===== config.mk =====
export PLATFORM = sky130hd
export DESIGN_NAME = i2gc_core
export DESIGN_NICKNAME = d
export VERILOG_FILES = /design/src/core/i2gc_pkg.sv /design/src/core/i2gc_core.sv /design/src/core/i2gc_sync.sv
export SDC_FILE = /design/constraint.sdc
export NUM_CORES = 1
export LEC_CHECK = 0
export BUFFER_PORTS_ARGS = -buffer_cell sky130_fd_sc_hd__buf_2
export CAP_MARGIN = 5
export CORE_MARGIN = 2
export CORE_UTILIZATION = 50
export CTS_BUF_LIST = sky130_fd_sc_hd__clkbuf_4 sky130_fd_sc_hd__clkbuf_8
export DETAILED_ROUTE_END_ITERATION = 6
export PLACE_DENSITY = 0.73
export SETUP_SLACK_MARGIN = 0.5
export SLEW_MARGIN = 20
export SYNTH_ARGS = -nofsm -noshare
export SYNTH_HDL_FRONTEND = slang
export SYNTH_SLANG_ARGS = --single-unit

===== constraint.sdc =====
create_clock -name pclk -period 2.6 [get_ports pclk]
set_clock_uncertainty 0.05 [all_clocks]
set_input_delay 0 -clock pclk [delete_from_list [all_inputs] [get_ports pclk]]
set_output_delay 0 -clock pclk [all_outputs]
set_load 0.01 [all_outputs]

===== src/core/i2gc_pkg.sv =====
// Shared constants for the two-wire port core: register map, bit fields,
// reset values, timing counts and state encodings.
// Assumes APB byte addresses with one 32-bit word per register.
package i2gc_pkg;
    localparam int AW = 8;

    localparam logic [7:0] OFS_CTL1 = 8'h00;
    localparam logic [7:0] OFS_CTL2 = 8'h04;
    localparam logic [7:0] OFS_CTL3 = 8'h08;
    localparam logic [7:0] OFS_OWN  = 8'h0c;
    localparam logic [7:0] OFS_MSK  = 8'h10;
    localparam logic [7:0] OFS_BUF  = 8'h14;
    localparam logic [7:0] OFS_STAT = 8'h18;
    localparam logic [7:0] OFS_IST  = 8'h1c;
    localparam logic [7:0] OFS_IMSK = 8'h20;
    localparam logic [7:0] OFS_DIV  = 8'h24;

    // Control one: enable, master mode, 10-bit mode, high address bits
    localparam int C1_EN  = 0;
    localparam int C1_MST = 1;
    localparam int C1_TEN = 2;
    localparam int C1_HI  = 3;
    // Control two
    localparam int C2_GENERAL_CALL_ENABLE  = 7;
    localparam int C2_ACKST = 6;
    localparam int C2_ACKNOWLEDGE_DATA_BIT = 5;
    localparam int C2_ACKNOWLEDGE_SEQUENCE_ENABLE = 4;
    localparam int C2_RECEIVE_ENABLE_BIT  = 3;
    localparam int C2_PEN   = 2;
    localparam int C2_REPEATED_START_ENABLE  = 1;
    localparam int C2_SEN   = 0;
    // Control three: address hold enable, clock release strobe
    localparam int C3_ADDRESS_HOLD_ENABLE = 0;
    localparam int C3_REL  = 1;
    // Status
    localparam int ST_IDLE = 0;
    localparam int ST_UA   = 1;
    localparam int ST_HOLD = 2;
    localparam int ST_BUSY = 3;
    // Interrupt events
    localparam int EV_ADDR = 0;
    localparam int EV_DATA = 1;
    localparam int EV_MDON = 2;
    localparam int EV_GC   = 3;

    localparam logic [7:0] CTL1_RST = 8'h00;
    localparam logic [7:0] CTL2_RST = 8'h00;
    localparam logic [7:0] OWN_RST  = 8'h00;
    localparam logic [7:0] MSK_RST  = 8'hff;
    localparam logic [3:0] IMSK_RST = 4'h0;
    localparam logic [7:0] GC_ADDR  = 8'h00;
    localparam logic [4:0] TEN_HDR  = 5'h1e;

    // Master SCL quarter period, least time, rounded up to cycles
    localparam int CLK_NS      = 10;
    localparam int SCL_QTR_NS  = 2500;
    localparam int QTR_CYC     = (SCL_QTR_NS + CLK_NS - 1) / CLK_NS;
    localparam logic [7:0] DIV_RST = 8'(QTR_CYC - 1);

    localparam logic [1:0] K_TX  = 2'h0;
    localparam logic [1:0] K_RX  = 2'h1;
    localparam logic [1:0] K_ACK = 2'h2;

    typedef enum logic [6:0] {
        S_IDLE  = 7'b0000001,
        S_ADDR  = 7'b0000010,
        S_ADDR2 = 7'b0000100,
        S_DATA  = 7'b0001000,
        S_HOLD  = 7'b0010000,
        S_ACK   = 7'b0100000,
        S_IGN   = 7'b1000000
    } i2gc_sst_t;

    typedef enum logic [4:0] {
        M_IDLE   = 5'b00001,
        M_START  = 5'b00010,
        M_RSTART = 5'b00100,
        M_STOP   = 5'b01000,
        M_BITS   = 5'b10000
    } i2gc_mst_t;
endpackage


===== src/core/i2gc_core.sv =====
// Two-wire port core: slave address match with general call and mask,
// address hold, and master start/restart/stop/receive/ack sequences.
// Assumes APB from software and open-drain SCL/SDA sampled on pclk.
`timescale 1ns/10ps
module i2gc_core (
    input  wire logic                  pclk,
    input  wire logic                  presetn,
    input  wire logic                  psel,
    input  wire logic                  penable,
    input  wire logic                  pwrite,
    input  wire logic [i2gc_pkg::AW-1:0] paddr,
    input  wire logic [31:0]           pwdata,
    output logic      [31:0]           prdata,
    output logic                       pready,
    output logic                       pslverr,
    input  wire logic                  scl_i,
    output logic                       scl_o,
    output logic                       scl_oe,
    input  wire logic                  sda_i,
    output logic                       sda_o,
    output logic                       sda_oe,
    output logic                       irq
);
    import i2gc_pkg::*;

    logic       scl_s, sda_s, scl_p_r, sda_p_r;
    logic [7:0] ctl1_r, ctl2_r, own_r, msk_r, buf_r, div_r, div_cnt_r;
    logic       address_hold_enable_r, ua_r;
    logic [3:0] ist_r, imsk_r;
    i2gc_sst_t  s_st_r, s_nxt_r;
    logic [3:0] s_cnt_r;
    logic [7:0] s_sr_r;
    logic       s_scl_r, s_sda_r, s_addr_ev, s_gc_ev, s_data_ev;
    logic       s_cap_r, s_ua_set;
    i2gc_mst_t  m_st_r;
    logic [1:0] m_ph_r, m_kind_r;
    logic [3:0] m_cnt_r;
    logic [8:0] m_sh_r;
    logic [4:0] m_cmd_r;
    logic       m_scl_r, m_sda_r, m_done_r;

    i2gc_sync u_scl (.clk(pclk), .rst_n(presetn), .d(scl_i), .q(scl_s));
    i2gc_sync u_sda (.clk(pclk), .rst_n(presetn), .d(sda_i), .q(sda_s));

    // Line edges and bus conditions
    wire scl_rise = scl_s & ~scl_p_r;
    wire scl_fall = ~scl_s & scl_p_r;
    wire start_c  = scl_s & scl_p_r & sda_p_r & ~sda_s;
    wire stop_c   = scl_s & scl_p_r & ~sda_p_r & sda_s;

    // APB decode
    wire       wr_en  = psel & penable & pready & pwrite;
    wire       setup  = psel & ~penable;
    wire       a_ctl1 = paddr == OFS_CTL1;
    wire       a_ctl2 = paddr == OFS_CTL2;
    wire       a_ctl3 = paddr == OFS_CTL3;
    wire       a_own  = paddr == OFS_OWN;
    wire       a_msk  = paddr == OFS_MSK;
    wire       a_buf  = paddr == OFS_BUF;
    wire       a_stat = paddr == OFS_STAT;
    wire       a_ist  = paddr == OFS_IST;
    wire       a_imsk = paddr == OFS_IMSK;
    wire       a_div  = paddr == OFS_DIV;
    wire       hit    = a_ctl1 | a_ctl2 | a_ctl3 | a_own | a_msk | a_buf
                      | a_stat | a_ist | a_imsk | a_div;
    wire [7:0] wd     = pwdata[7:0];

    wire mst_on = ctl1_r[C1_EN] & ctl1_r[C1_MST];
    wire slv_on = ctl1_r[C1_EN] & ~ctl1_r[C1_MST];
    wire ten    = ctl1_r[C1_TEN];
    wire s_busy = (s_st_r != S_IDLE) & (s_st_r != S_IGN);

    // Busy while a master sequence runs or is pending, or a slave transfer
    wire port_idle = (m_st_r == M_IDLE) & ~(mst_on & (|ctl2_r[4:0]))
                   & ~s_busy;

    wire [7:0] stat = {4'h0, s_busy | (m_st_r != M_IDLE),
                       s_st_r == S_HOLD, ua_r, port_idle};
    wire [7:0] rd8  = a_ctl1 ? ctl1_r :
                      a_ctl2 ? ctl2_r :
                      a_ctl3 ? {7'h0, address_hold_enable_r} :
                      a_own  ? own_r :
                      a_msk  ? msk_r :
                      a_buf  ? buf_r :
                      a_stat ? stat :
                      a_ist  ? {4'h0, ist_r} :
                      a_imsk ? {4'h0, imsk_r} :
                      a_div  ? div_r : 8'h00;

    // Master request selection; lowest bit (start) has priority
    wire [4:0] req     = ctl2_r[4:0] & {5{mst_on}};
    wire [4:0] pick    = (m_st_r == M_IDLE) ? (req & (~req + 5'h01)) : 5'h0;
    wire       tx_go   = wr_en & a_buf & port_idle & mst_on;
    wire       tick    = (m_st_r != M_IDLE) & (div_cnt_r == 8'h00);
    wire       m_fin   = tick & (m_ph_r == 2'd3)
                       & ((m_st_r != M_BITS) | (m_cnt_r == 4'd1));
    wire [4:0] fin_clr = m_fin ? m_cmd_r : 5'h0;
    wire [4:0] en_nxt  = (wr_en & a_ctl2 & port_idle) ? wd[4:0]
                       : (ctl2_r[4:0] & ~fin_clr);
    i2gc_mst_t m_launch;
    assign m_launch = pick[0] ? M_START :
                      pick[1] ? M_RSTART :
                      pick[2] ? M_STOP : M_BITS;

    // Slave address comparison
    wire [7:0] xr     = s_sr_r ^ own_r;
    wire       gc_hit = ctl2_r[C2_GENERAL_CALL_ENABLE] & (s_sr_r == GC_ADDR);
    wire       m7     = ~ten & ((xr[7:1] & msk_r[7:1]) == 7'h00);
    wire       hi10   = ten & (s_sr_r[7:3] == TEN_HDR)
                      & (s_sr_r[2:1] == ctl1_r[C1_HI +: 2]) & ~s_sr_r[0];
    wire       lo10   = (xr & msk_r) == 8'h00;
    wire       rel_wr = wr_en & a_ctl3 & wd[C3_REL];
    wire [3:0] ev     = {s_gc_ev, m_done_r, s_data_ev, s_addr_ev};
    wire [3:0] w1c    = (wr_en & a_ist) ? wd[3:0] : 4'h0;

    // APB slave: one wait-free access phase; data latched in setup
    always_ff @(posedge pclk or negedge presetn)
    begin
        if (!presetn)
        begin
            pready  <= 1'b0;
            pslverr <= 1'b0;
            prdata  <= 32'h0;
        end
        else
        begin
            pready  <= setup;
            pslverr <= setup & ~hit;
            if (setup)
                prdata <= {24'h0, rd8};
        end
    end

    always_ff @(posedge pclk or negedge presetn)
    begin
        if (!presetn)
        begin
            ctl1_r <= CTL1_RST;
            address_hold_enable_r <= 1'b0;
            own_r  <= OWN_RST;
            msk_r  <= MSK_RST;
            imsk_r <= IMSK_RST;
            div_r  <= DIV_RST;
        end
        else if (wr_en)
        begin
            if (a_ctl1) ctl1_r <= wd;
            if (a_ctl3) address_hold_enable_r <= wd[C3_ADDRESS_HOLD_ENABLE];
            if (a_own)  own_r  <= wd;
            if (a_msk)  msk_r  <= wd;
            if (a_imsk) imsk_r <= wd[3:0];
            if (a_div)  div_r  <= wd;
        end
    end

    always_ff @(posedge pclk or negedge presetn)
    begin
        if (!presetn)
            ctl2_r <= CTL2_RST;
        else
        begin
            if (wr_en & a_ctl2)
            begin
                ctl2_r[C2_GENERAL_CALL_ENABLE]  <= wd[C2_GENERAL_CALL_ENABLE];
                ctl2_r[C2_ACKNOWLEDGE_DATA_BIT] <= wd[C2_ACKNOWLEDGE_DATA_BIT];
            end
            ctl2_r[4:0] <= en_nxt;
            if (m_fin & (m_kind_r == K_TX))
                ctl2_r[C2_ACKST] <= m_sh_r[0];
        end
    end

    // Buffer: slave capture, master receive, then software write
    always_ff @(posedge pclk or negedge presetn)
    begin
        if (!presetn)
            buf_r <= 8'h00;
        else if (s_cap_r)
            buf_r <= s_sr_r;
        else if (m_fin & (m_kind_r == K_RX))
            buf_r <= m_sh_r[7:0];
        else if (wr_en & a_buf & port_idle)
            buf_r <= wd;
    end

    // Sticky events: a set in the same cycle as a clear wins
    always_ff @(posedge pclk or negedge presetn)
    begin
        if (!presetn)
        begin
            ist_r <= 4'h0;
            ua_r  <= 1'b0;
            irq   <= 1'b0;
        end
        else
        begin
            ist_r <= (ist_r & ~w1c) | ev;
            ua_r  <= (ua_r & ~(wr_en & a_own)) | s_ua_set;
            irq   <= |(ist_r & imsk_r);
        end
    end

    // Quarter-bit enable for the master sequencer
    always_ff @(posedge pclk or negedge presetn)
    begin
        if (!presetn)
            div_cnt_r <= DIV_RST;
        else if ((m_st_r == M_IDLE) | (div_cnt_r == 8'h00))
            div_cnt_r <= div_r;
        else
            div_cnt_r <= div_cnt_r - 8'h01;
    end

    // Master sequencer; four quarter phases per bit or condition.
    // Clock stretching by a far slave is not honoured.
    always_ff @(posedge pclk or negedge presetn)
    begin
        if (!presetn)
        begin
            m_st_r   <= M_IDLE;
            m_ph_r   <= 2'd0;
            m_cnt_r  <= 4'd0;
            m_sh_r   <= 9'h1ff;
            m_kind_r <= K_TX;
            m_cmd_r  <= 5'h0;
            m_scl_r  <= 1'b0;
            m_sda_r  <= 1'b0;
            m_done_r <= 1'b0;
        end
        else
        begin
            m_done_r <= m_fin;
            if (!mst_on)
            begin
                m_st_r  <= M_IDLE;
                m_scl_r <= 1'b0;
                m_sda_r <= 1'b0;
            end
            else if (m_st_r == M_IDLE)
            begin
                m_ph_r <= 2'd0;
                if (|pick)
                begin
                    m_cmd_r  <= pick;
                    m_st_r   <= m_launch;
                    m_kind_r <= pick[3] ? K_RX : K_ACK;
                    m_cnt_r  <= pick[4] ? 4'd1 : 4'd8;
                    m_sh_r   <= pick[4] ? {ctl2_r[C2_ACKNOWLEDGE_DATA_BIT], 8'hff}
                                        : 9'h1ff;
                end
                else if (tx_go)
                begin
                    m_cmd_r  <= 5'h0;
                    m_st_r   <= M_BITS;
                    m_kind_r <= K_TX;
                    m_cnt_r  <= 4'd9;
                    m_sh_r   <= {wd, 1'b1};
                end
            end
            else if (tick)
            begin
                m_ph_r <= m_ph_r + 2'd1;
                unique case (m_st_r)
                    M_START:
                    begin
                        if (m_ph_r == 2'd0) m_scl_r <= 1'b0;
                        if (m_ph_r == 2'd0) m_sda_r <= 1'b0;
                        if (m_ph_r == 2'd2) m_sda_r <= 1'b1;
                        if (m_ph_r == 2'd3) m_scl_r <= 1'b1;
                    end
                    M_RSTART:
                    begin
                        if (m_ph_r == 2'd0) m_sda_r <= 1'b0;
                        if (m_ph_r == 2'd1) m_scl_r <= 1'b0;
                        if (m_ph_r == 2'd2) m_sda_r <= 1'b1;
                        if (m_ph_r == 2'd3) m_scl_r <= 1'b1;
                    end
                    M_STOP:
                    begin
                        if (m_ph_r == 2'd0) m_sda_r <= 1'b1;
                        if (m_ph_r == 2'd1) m_scl_r <= 1'b0;
                        if (m_ph_r == 2'd2) m_sda_r <= 1'b0;
                    end
                    M_BITS:
                    begin
                        if (m_ph_r == 2'd0) m_scl_r <= 1'b1;
                        if (m_ph_r == 2'd0) m_sda_r <= ~m_sh_r[8];
                        if (m_ph_r == 2'd1) m_scl_r <= 1'b0;
                        if (m_ph_r == 2'd2) m_sh_r <= {m_sh_r[7:0], sda_s};
                        if (m_ph_r == 2'd3) m_scl_r <= 1'b1;
                        if (m_ph_r == 2'd3) m_cnt_r <= m_cnt_r - 4'd1;
                    end
                    default:
                        m_st_r <= M_IDLE;
                endcase
                if (m_fin)
                    m_st_r <= M_IDLE;
            end
        end
    end

    // Slave receiver: address match, hold, acknowledge
    always_ff @(posedge pclk or negedge presetn)
    begin
        if (!presetn)
        begin
            s_st_r    <= S_IDLE;
            s_nxt_r   <= S_IDLE;
            s_cnt_r   <= 4'd0;
            s_sr_r    <= 8'h00;
            s_scl_r   <= 1'b0;
            s_sda_r   <= 1'b0;
            s_addr_ev <= 1'b0;
            s_gc_ev   <= 1'b0;
            s_data_ev <= 1'b0;
            s_cap_r   <= 1'b0;
            s_ua_set  <= 1'b0;
        end
        else
        begin
            s_addr_ev <= 1'b0;
            s_gc_ev   <= 1'b0;
            s_data_ev <= 1'b0;
            s_cap_r   <= 1'b0;
            s_ua_set  <= 1'b0;
            if (!slv_on | stop_c)
            begin
                s_st_r  <= S_IDLE;
                s_scl_r <= 1'b0;
                s_sda_r <= 1'b0;
            end
            else if (start_c)
            begin
                s_st_r  <= S_ADDR;
                s_cnt_r <= 4'd0;
                s_scl_r <= 1'b0;
                s_sda_r <= 1'b0;
            end
            else
            begin
                unique case (s_st_r)
                    S_ADDR, S_ADDR2, S_DATA:
                    begin
                        if (scl_rise & (s_cnt_r != 4'd8))
                        begin
                            s_sr_r  <= {s_sr_r[6:0], sda_s};
                            s_cnt_r <= s_cnt_r + 4'd1;
                        end
                        else if (scl_fall & (s_cnt_r == 4'd8))
                        begin
                            if ((s_st_r == S_ADDR) & (gc_hit | m7 | hi10))
                            begin
                                s_addr_ev <= 1'b1;
                                s_gc_ev   <= gc_hit;
                                s_ua_set  <= hi10 & ~gc_hit;
                                s_nxt_r   <= hi10 ? S_ADDR2 :
                                             (s_sr_r[0] ? S_IGN : S_DATA);
                                s_st_r    <= address_hold_enable_r ? S_HOLD : S_ACK;
                                s_scl_r   <= address_hold_enable_r;
                                s_sda_r   <= ~address_hold_enable_r;
                            end
                            else if ((s_st_r == S_ADDR2) & lo10)
                            begin
                                s_addr_ev <= 1'b1;
                                s_nxt_r   <= S_DATA;
                                s_st_r    <= address_hold_enable_r ? S_HOLD : S_ACK;
                                s_scl_r   <= address_hold_enable_r;
                                s_sda_r   <= ~address_hold_enable_r;
                            end
                            else if (s_st_r == S_DATA)
                            begin
                                s_cap_r   <= 1'b1;
                                s_data_ev <= 1'b1;
                                s_nxt_r   <= S_DATA;
                                s_st_r    <= ctl2_r[C2_SEN] ? S_HOLD : S_ACK;
                                s_scl_r   <= ctl2_r[C2_SEN];
                                s_sda_r   <= ~ctl2_r[C2_SEN];
                            end
                            else
                                s_st_r <= S_IGN;
                        end
                    end
                    S_HOLD:
                        if (rel_wr)
                        begin
                            s_scl_r <= 1'b0;
                            s_sda_r <= ~ctl2_r[C2_ACKNOWLEDGE_DATA_BIT];
                            s_st_r  <= S_ACK;
                        end
                    S_ACK:
                        if (scl_fall)
                        begin
                            s_sda_r <= 1'b0;
                            s_cnt_r <= 4'd0;
                            s_st_r  <= s_nxt_r;
                        end
                    S_IDLE, S_IGN:
                        s_st_r <= s_st_r;
                    default:
                        s_st_r <= S_IDLE;
                endcase
            end
        end
    end

    // Open-drain pins: level always low, enable pulls the wire
    always_ff @(posedge pclk or negedge presetn)
    begin
        if (!presetn)
        begin
            scl_p_r <= 1'b1;
            sda_p_r <= 1'b1;
            scl_oe  <= 1'b0;
            sda_oe  <= 1'b0;
            scl_o   <= 1'b0;
            sda_o   <= 1'b0;
        end
        else
        begin
            scl_p_r <= scl_s;
            sda_p_r <= sda_s;
            scl_oe  <= mst_on ? m_scl_r : s_scl_r;
            sda_oe  <= mst_on ? m_sda_r : s_sda_r;
            scl_o   <= 1'b0;
            sda_o   <= 1'b0;
        end
    end
endmodule


===== src/core/i2gc_sync.sv =====
// Two-flop synchroniser for one line from outside the pclk domain.
// Resets high because the bus lines idle high.
`timescale 1ns/10ps
module i2gc_sync (
    input  wire logic clk,
    input  wire logic rst_n,
    input  wire logic d,
    output logic      q
);
    logic meta_r;

    always_ff @(posedge clk or negedge rst_n)
    begin
        if (!rst_n)
        begin
            meta_r <= 1'b1;
            q      <= 1'b1;
        end
        else
        begin
            meta_r <= d;
            q      <= meta_r;
        end
    end
endmodule


==> impl_results.md, run 1 <==
- Clk buf depth: 2
- Boundary Pins: 86
- Share of layout cells above drive strength 1: 33.7%
- First-pass GRT wire length: 34700 microns
- Row count: 44
- # port buffers: 35
- Sw frac: 25.6%
- Seq/Total Area, Yosys: 48.0%
- Largest net degree at the start of global routing: 83
- Clk slew on worst S/H paths: 0.08 ns
- LEAKAGE: 4.10 nW
- Hold Crit Class: in -> async
- Inserted Clock Buffers: 17
- Unrepaired setup endpoints after global routing: yes
- Cell Pwr Density: 471 mW/mm^2
- Yosys reg bits: 143
- Core area: 0.0146 sq mm
- Most frequent cells in the layout: dfrtp_1 (102), nand2_1 (86), buf_4 (54)
- Clock network power share: 42.4%
- Fmax: 399 MHz
- Die H: 127 microns
- Switching power: 0.00111 W
- Fin. max-slew vios: 0
- Vias post-DR: 6522
- Final Hold Vio Count: 0
- Top fanout value on the critical path: 4
- Die area: 0.0161 sq mm
- WP data required: 2.95 ns
- Setup TNS: 0 ns
- Max-cap violations: 0
- TritonRoute pass-1 iters: 5
- Final ANT Viol Nets: 0
- Final period util: 96.4%
- Worst skew pair latency: 0.47 ns
- DRC errors left: 0
- Internal power: 0.00322 W
- Worst setup SP type: flip-flop
- H-Tree Depth: 4
- CP max-delay cell: or4_4
- Antenna violations before repair: 0
- DP HPWL: 15200 microns
- Arrival time at the worst endpoint: 2.85 ns
- CP Cell Sequence: or4_4 -> or4b_4 -> a311o_1 -> buf_4 -> nand4_1 -> or3_1 -> o211a_1
- Kind of end point of the critical path: flip-flop
- CTS Sinks: 143
- Vias/cell: 6.19
- Part of the power in registers: 52.5%
- VDD IR max: 502 uV
- Combinational group share of total power: 5.1%
- DR iter-0 viols: 632
- Post-synthesis cell area: 0.00755 sq mm
- Synthesis Warnings: 0
- Overflow after GRT: 0
- Global placer's final weighted congestion: 0.928
- Total routed wirelength: 22000 microns
- Final setup fails: 0
- Cells after synthesis: 754
- N_diodes: 0
- Slew @ Worst Pin: 0.713 ns
- CTS tree: built
- Pre-CTS setup slack: -0.0455 ns
- Final setup margin: 0.0934 ns
- Number of global-route vias before repair: 6575
- Cell variety after synth: 78
- Fin crit period: 2.51 ns
- Initial Util: 51.6%
- Root Driver: clkbuf_8
- Outcome: complete, no violations
- Post-synth EDFFs: 0
- Slew HR: 52.2%
- Area added between synthesis and finish: 21.8%
- Syn_area_per_cell: 10.0 sq um
- Post-synth ARST share: 100%
- Commonest non-fill, non-tap cell in the layout: dfrtp_1
- Top_reg_cell synth: dfrtp_1
- Global Route Usage Sum: 27.8%
- Tot Pwr: 0.00433 W
- CP peak stage delay: 0.56 ns
- Wire per inst: 20.9 microns
- Crit Path Category: reg -> reg
- Die width: 127 microns
- Fin nets: 913
[sequential cells by signal, indices dropped and copies added, names as in the netlist, 4 cells and up]
register / count
s_nxt_r: 4
div_r: 8
prdata: 8
s_cnt_r: 4
m_cnt_r: 4
m_cmd_r: 4
div_cnt_r: 8
ctl1_r: 8
m_sh_r: 9
m_st_r: 5
s_st_r: 7
buf_r: 8
s_sr_r: 8
ctl2_r: 8
imsk_r: 4
ist_r: 4
msk_r: 8
own_r: 8
[path summary, 6_finish.rpt]
kind                               from  slack (ns)            to  cells past startpoint
max in group asynchronous       presetn        1.79           irq                      3
max reg2reg                   s_st_r[1]        0.09       s_sda_r                      7
max                           s_st_r[1]        0.09       s_sda_r                      7
min in group pclk              paddr[1]        0.06     imsk_r[0]                      4
min reg2reg                u_scl.meta_r        0.32       u_scl.q                      0
min                             presetn        0.02  div_cnt_r[0]                      2
[repair_timing]
item	CTS	global route
setup endpoints to repair	65	65
hold buffers	15	0
endpoints found under the hold margin	182	0
pin swaps	24	18
resized for setup	34	44
buffers inserted	15	8
[layer usage]
layer / track usage, % / vias up / routed length, microns
met2: 46.3 / 317 / 10700
li1: - / 2904 / -
met4: 11.2 / 0 / 963
met5: 0 / - / 0
met1: 35.0 / 3235 / 8650
met3: 6.75 / 66 / 1720
[cell type report]
cell class / instances / area [sq um]
well taps: 184 / 230
flip-flops and latches: 143 / 3630
multi-input cells: 548 / 3920
inverters: 31 / 116
repair buffers: 116 / 898
fillers: 1178 / 5450
clock buffers: 19 / 249
clock inverters: 13 / 155
[worst max-delay path: cells and delay by family, from the launching register on]
family          cells  cell delay, ns
buf+inv             1            0.16
simple gates        4            1.35
compound gates      2            0.51
flops               1            0.39
[power by group through the flow]
| stage | Sequential [W] | Clock (W) | Combinational [W] |
|---|---|---|---|
| finish | 0.00227 | 0.00184 | 0.000220 |
| global route | 0.00228 | 0.00194 | 0.000242 |
| CTS | 0.00227 | 0.00185 | 0.000219 |
| detailed placement | 0.00231 | 0 | 0.000198 |
| global placement | 0.00231 | 0 | 0.000193 |
| floorplan | 0.00231 | 0 | 0.000105 |
[synth_stat cells, types with 5 or more instances]
master    number  share of area, %
a21o_1         7              0.70
a21oi_1       22               1.5
a221o_1       11               1.5
a22oi_1       10              0.99
a31oi_1        6              0.50
buf_2          7              0.46
buf_4         27               2.7
clkbuf_1      22               1.1
dfrtp_1      105                35
dfstp_2       38                13
ha_1           9               1.5
inv_1         31               1.5
mux2_2        49               7.3
nand2_1       88               4.4
nand2b_1       9              0.75
nand3_1       13              0.86
nand4_1        7              0.58
nand4b_1       6              0.70
nor2_1        53               2.6
nor2b_1        5              0.41
nor3_1        15              0.99
nor4_1         5              0.41
o21ai_0       59               3.9
o221ai_1      10               1.2
or2_2          5              0.41
or3_1         10              0.83
xnor2_1        6              0.70
xor2_1        14               1.6
[cells by family after synthesis]
kind of cell / synth area share, %
xor+xnor: 2.32
buf+inv: 5.83
compound gates: 17.1
flops: 48.0
mux: 8.04
simple gates: 17.2
other cells: 0.0497
fa+ha+maj: 1.49
[through the flow]
stage	cells	hold WS [ns]	cell area, sq um	util (%)
after floorplan	779	-0.346	7740	-
after global placement	984	-0.252	8170	55.8
after detailed placement	984	-0.251	8170	55.8
after CTS	1046	0.0167	8990	61.4
after global routing	1054	0.0233	9200	62.8
final	1054	0.0152	9200	62.8
Power figures use the tool's default switching activity.
==> inputs of run 2 (changes only) <==
Settings changed: RECOVER_POWER from default to 50.
==> run 2 against run 1 <==
Compared with the run above: core utilization down 0.17 points; the flow now finishes with violations (max-capacitance violations, max-slew violations); die area did not move; cell count unchanged; register-to-register slack is essentially flat; largest cell class unchanged; sequential share of layout area rose by 0.11 points; design area shrank 0.27%; critical path type unchanged; fmax rose by 0.38%; sequential power barely moved; wire length shrank 0.12%; critical path depth did not move; clock power about the same.
==> impl_results.md, run 2 (synthesis gave the netlist of run 1 again) <==
- Outcome: complete, but fails checks (was complete, no violations)
- Failing checks: max-capacitance violations, max-slew violations
- Final core occ: 62.6% (was 62.8%)
- Worst skew pair latency: 0.47 ns (about the same)
- CP Cell Sequence: or4_4 -> or4b_4 -> a311o_1 -> buf_4 -> nand4_1 -> o21bai_1 -> o211a_1 (was or4_4 -> or4b_4 -> a311o_1 -> buf_4 -> nand4_1 -> or3_1 -> o211a_1)
- VDD IR max: 501 uV (was 502 uV)
- Global Route Usage Sum: 27.8% (unchanged)
- Share of layout cells above drive strength 1: 33.3% (was 33.7%)
- Boundary Pins: 86 (unchanged)
- Fin nets: 913 (unchanged)
- Max-cap violations: 1 (was 0)
- Global placer's final weighted congestion: 0.928 (unchanged)
- Most flop-heavy register: m_sh_r (unchanged)
- Core area: 0.0146 sq mm (unchanged)
- Vias/cell: 6.21 (was 6.19)
- Hold Crit Class: in -> reg (was in -> async)
- LEAKAGE: 4.09 nW (was 4.10 nW)
- Final setup fails: 0 (unchanged)
- Antenna violations before repair: 0 (unchanged)
- Inserted Clock Buffers: 17 (unchanged)
- Slew HR: -21.9% (was 52.2%)
- Kind of end point of the critical path: flip-flop (unchanged)
- Vias post-DR: 6547 (was 6522)
- WP data required: 2.89 ns (was 2.95 ns)
- Fmax: 400 MHz (was 399 MHz)
- Final period util: 96.0% (was 96.4%)
- Final Hold Slack: 0.0672 ns (was 0.0152 ns)
- Cell Pwr Density: 471 mW/mm^2 (about the same)
- Die area: 0.0161 sq mm (unchanged)
- Final ANT Viol Nets: 0 (unchanged)
- Area added between synthesis and finish: 21.4% (was 21.8%)
- Die H: 127 microns (unchanged)
- DP HPWL: 15200 microns (unchanged)
- Unrepaired setup endpoints after global routing: yes (unchanged)
- # port buffers: 35 (unchanged)
- CP bufs+invs: 1 (unchanged)
- Wire per inst: 20.8 microns (was 20.9 microns)
- First-pass GRT wire length: 34700 microns (unchanged)
- Crit Path Category: reg -> reg (unchanged)
- DRC errors left: 0 (unchanged)
- Arrival time at the worst endpoint: 2.79 ns (was 2.85 ns)
- Top fanout value on the critical path: 4 (unchanged)
- Fin. max-slew vios: 83 (was 0)
- Most frequent cells in the layout: dfrtp_1 (102), nand2_1 (86), buf_4 (53) (was dfrtp_1 (102), nand2_1 (86), buf_4 (54))
- Number of global-route vias before repair: 6575 (unchanged)
- DR iter-0 viols: 657 (was 632)
- Slew @ Worst Pin: 1.83 ns (was 0.713 ns)
- CP peak stage delay: 0.56 ns (about the same)
- Clk slew on worst S/H paths: 0.08 ns (about the same)
- CTS tree: built (unchanged)
- Fin crit period: 2.50 ns (was 2.51 ns)
- Root Driver: clkbuf_8 (unchanged)
- Largest register FFs: 9 (unchanged)
- Die width: 127 microns (unchanged)
- Final Hold Vio Count: 0 (unchanged)
- Total routed wirelength: 22000 microns (about the same)
- Clk buf depth: 2 (unchanged)
- Row count: 44 (unchanged)
- CTS Sinks: 143 (unchanged)
- TritonRoute pass-1 iters: 5 (unchanged)
- Cell family with most CP delay: simple AND/OR/NAND/NOR gates (unchanged)
- N_diodes: 0 (unchanged)
- Overflow after GRT: 0 (unchanged)
- Largest net degree at the start of global routing: 83 (unchanged)
- H-Tree Depth: 4 (unchanged)
- Commonest non-fill, non-tap cell in the layout: dfrtp_1 (unchanged)
- CP max-delay cell: or4_4 (unchanged)
- Worst setup SP type: flip-flop (unchanged)
- Initial Util: 51.6% (unchanged)
==> run 2: what timing repair did <==
| action | CTS | global route |
|---|---|---|
| gates resized for setup | 34 | 44 |
| setup buffers | 15 | 8 |
| setup endpoints to repair | 65 | 65 |
| pin swaps | 24 | 18 |
| hold endpoints to repair | 182 | 0 |
| hold buffers | 15 | 0 |
==> run 2: layer usage <==
| metal | vias to the layer above | GRT usage (%) | wire length [microns] |
|---|---|---|---|
| li1 | 2902 | - | - |
| met1 | 3238 | 35.0 | 8670 |
| met2 | 339 | 46.3 | 10700 |
| met3 | 68 | 6.75 | 1710 |
| met4 | 0 | 11.2 | 935 |
| met5 | - | 0 | 0 |
==> run 2: area by class of cell <==
type                            count  area (sq um)
Fill cell                        1181          5470
Multi-Input combinational cell    548          3920
Sequential cell                   143          3630
Timing Repair Buffer              116           873
Clock buffer                       19           249
Tap cell                          184           230
Clock inverter                     13           155
Inverter                           31           116
==> run 2: final timing paths <==
kind | start | end | slack [ns] | cells after the start
worst max-delay path | s_st_r[1] | s_sda_r | 0.10 | 7
worst min register to register | u_scl.meta_r | u_scl.q | 0.32 | 0
min in group asynchronous | presetn | div_cnt_r[0] | 0.10 | 2
worst max register to register | s_st_r[1] | s_sda_r | 0.10 | 7
worst min-delay path | paddr[1] | imsk_r[0] | 0.07 | 4
max in group asynchronous | presetn | s_sr_r[7] | 0.47 | 3
==> run 2: through the flow <==
stage	area, sq um	total power, W	setup WS, ns	instances	TNS, ns
5_1_grt	9170	0.00445	0.0794	1054	0
2_1_floorplan	7740	0.00242	0.130	779	0
3_5_place_dp	8170	0.00251	-0.0455	984	-0.0558
3_3_place_gp	8170	0.00251	0.0152	984	0
6_report	9170	0.00432	0.103	1054	0
4_1_cts	8990	0.00434	0.147	1046	0
==> run 2: where the power goes <==
group / internal (W) / total, W / switching (W)
clock: 0.000897 / 0.00183 / 0.000934
combinational: 0.0000667 / 0.000215 / 0.000149
sequential: 0.00225 / 0.00227 / 0.0000210
total: 0.00322 / 0.00432 / 0.00110
==> run 2: worst reg2reg max path, stage by stage, from the launching register on <==
cell	delay, ns
dfrtp_1	0.39
or4_4	0.56
or4b_4	0.54
a311o_1	0.37
buf_4	0.16
nand4_1	0.12
o21bai_1	0.08
o211a_1	0.13
==> inputs of run 3 (changes only) <==
Settings changed: REMOVE_ABC_BUFFERS from default to 1.
==> run 3 against run 2 <==
Compared with the run above: via count rose by 2.8%; die area did not move; worst setup slack got worse by 0.020 ns; largest cell class unchanged; power fell by 0.31%; largest power group unchanged; the flow still finishes with violations (max-capacitance violations, max-slew violations).
==> impl_results.md, run 3 (synthesis gave the netlist of run 1 again) <==
- Global Route Usage Sum: 27.9% (was 27.8%)
- Share of layout cells above drive strength 1: 34.7% (was 33.3%)
- CTS tree: built (unchanged)
- Switching power: 0.00106 W (was 0.00110 W)
- Root Driver: clkbuf_8 (unchanged)
- Worst setup SP type: flip-flop (unchanged)
- Crit Path Category: reg -> reg (unchanged)
- CTS Sinks: 143 (unchanged)
- Clk slew on worst S/H paths: 0.08 ns (about the same)
- Global placer's final weighted congestion: 0.979 (was 0.928)
- Pre-CTS setup slack: -0.0210 ns (was -0.0455 ns)
- Slew HR: -17.9% (was -21.9%)
- Final core occ: 64.2% (was 62.6%)
- Die H: 127 microns (unchanged)
- Reg2reg start: s_st_r[2] (was s_st_r[1])
- Min-Delay Startpoint: penable (was paddr[1])
- Die width: 127 microns (unchanged)
- Final setup fails: 0 (unchanged)
- Inserted Clock Buffers: 17 (unchanged)
- Sw frac: 24.6% (was 25.6%)
- Top fanout value on the critical path: 6 (was 4)
- TritonRoute pass-1 iters: 7 (was 5)
- Final period util: 96.8% (was 96.0%)
- Final setup margin: 0.0832 ns (was 0.103 ns)
- Met1 Wirelength: 8890 microns (was 8670 microns)
- Fmax: 397 MHz (was 400 MHz)
- Fin crit period: 2.52 ns (was 2.50 ns)
- N_diodes: 0 (unchanged)
- Largest net degree at the start of global routing: 70 (was 83)
- Failing checks: max-capacitance violations, max-slew violations (unchanged)
- First-pass GRT wire length: 35300 microns (was 34700 microns)
- Combinational group share of total power: 4.9% (was 5.0%)
- Metal2 WL: 10700 microns (about the same)
- Area added between synthesis and finish: 24.5% (was 21.4%)
- LEAKAGE: 4.17 nW (was 4.09 nW)
- Initial Util: 51.6% (unchanged)
- Die area: 0.0161 sq mm (unchanged)
- Worst skew pair latency: 0.47 ns (about the same)
- Fin. max-slew vios: 70 (was 83)
- Row count: 44 (unchanged)
- Antenna violations before repair: 0 (unchanged)
- Overflow after GRT: 0 (unchanged)
- Wire per inst: 20.8 microns (about the same)
- Max-cap violations: 1 (unchanged)
- H-Tree Depth: 4 (unchanged)
- Post-Place Cell Area: 0.00811 sq mm (was 0.00817 sq mm)
- Internal power: 0.00325 W (was 0.00322 W)
- Routed length on met3: 2030 microns (was 1710 microns)
- Outcome: complete, but fails checks (unchanged)
- WP data required: 2.94 ns (was 2.89 ns)
- Design Area, Final: 0.00940 sq mm (was 0.00917 sq mm)
- Number of global-route vias before repair: 6629 (was 6575)
- Kind of end point of the critical path: flip-flop (unchanged)
- Largest register FFs: 9 (unchanged)
- Fillers: 1094 (was 1181)
- Boundary Pins: 86 (unchanged)
- Arrival time at the worst endpoint: 2.86 ns (was 2.79 ns)
- Vias post-DR: 6733 (was 6547)
- Final Hold Vio Count: 0 (unchanged)
- Clk buf depth: 2 (unchanged)
- Part of the power in registers: 52.8% (was 52.6%)
- # port buffers: 35 (unchanged)
- DR iter-0 viols: 581 (was 657)
- Vias/cell: 6.27 (was 6.21)
- Crit path from: s_st_r[2] (was s_st_r[1])
- Hold Crit Class: in -> reg (unchanged)
- Slew @ Worst Pin: 1.77 ns (was 1.83 ns)
- Core area: 0.0146 sq mm (unchanged)
- Commonest non-fill, non-tap cell in the layout: dfrtp_1 (unchanged)
- Highest Signal Layer: met4 (unchanged)
- Total routed wirelength: 22300 microns (was 22000 microns)
- DRC errors left: 0 (unchanged)
- Most frequent cells in the layout: dfrtp_1 (103), nand2_1 (85), buf_4 (72) (was dfrtp_1 (102), nand2_1 (86), buf_4 (53))
- Fin nets: 933 (was 913)
- Unrepaired setup endpoints after global routing: yes (unchanged)
- Clock network power share: 42.2% (was 42.4%)
- Cell Pwr Density: 458 mW/mm^2 (was 471 mW/mm^2)
- VDD IR max: 581 uV (was 501 uV)
- Final ANT Viol Nets: 0 (unchanged)
- DP HPWL: 15100 microns (was 15200 microns)
- Most flop-heavy register: m_sh_r (unchanged)
[run 3: changes by cell type in the layout (fill, tap and decap cells not counted), sizes merged]
cell,before,now
buf,99,102
clkinv,2,7
a21oi,23,24
clkbuf,21,38
inv,37,31
[run 3: metal layers]
layer,GRT usage (%),up-vias
li1,-,2958
met2,44.4,383
met4,11.2,0
met3,6.03,71
met1,37.3,3321
met5,0,-
[run 3: power by group through the flow]
stage	registers (W)	logic (W)	clock network, W
floorplan	0.00231	0.0000629	0
global placement	0.00232	0.000190	0
detailed placement	0.00232	0.000194	0
CTS	0.00227	0.000213	0.00184
global route	0.00228	0.000233	0.00195
finish	0.00228	0.000213	0.00182
[run 3: layout make-up]
class	instances	area (sq um)	share of cell area (%)
multi-input combinational	549	4020	42.7
sequential	143	3630	38.6
timing repair buffer	135	1000	10.6
clock buffer	20	275	2.93
tap	184	230	2.45
clock inverter	12	136	1.45
inverter	31	116	1.24
[run 3: path summary, 6_finish.rpt]
check	end	slack, ns	cells past startpoint
worst max-delay path	s_st_r[0]	0.08	6
worst min-delay path	prdata[1]	0.05	3
worst max register to register	s_st_r[0]	0.08	6
worst min register to register	u_sda.q	0.32	0
max in group asynchronous	s_st_r[4]	0.47	3
min in group asynchronous	m_cnt_r[0]	0.50	2
[run 3: repair_timing]
action                     CTS  global route
hold buffers                15             0
pin swaps                   35            30
setup buffers               24             9
hold endpoints to repair   125             0
cloned                       2             1
resized for setup           58            57
setup endpoints to repair   60            69
[run 3: critical path, stage by stage, from the launching register on]
cell     delay (ns)
dfrtp_1        0.39
or4_4          0.56
or4b_4         0.55
a311o_1        0.40
nand2_2        0.13
nor2_4         0.07
mux2_4         0.31
[run 3: through the flow]
| step | TNS (ns) | power, W | hold WS, ns | cells |
|---|---|---|---|---|
| floorplan | 0 | 0.00238 | -0.346 | 722 |
| global placement | 0 | 0.00250 | -0.0104 | 991 |
| detailed placement | -0.0355 | 0.00251 | -0.000863 | 991 |
| CTS | 0 | 0.00433 | 0.0338 | 1064 |
| global route | 0 | 0.00446 | 0.0515 | 1074 |
| finish | 0 | 0.00431 | 0.0517 | 1074 |
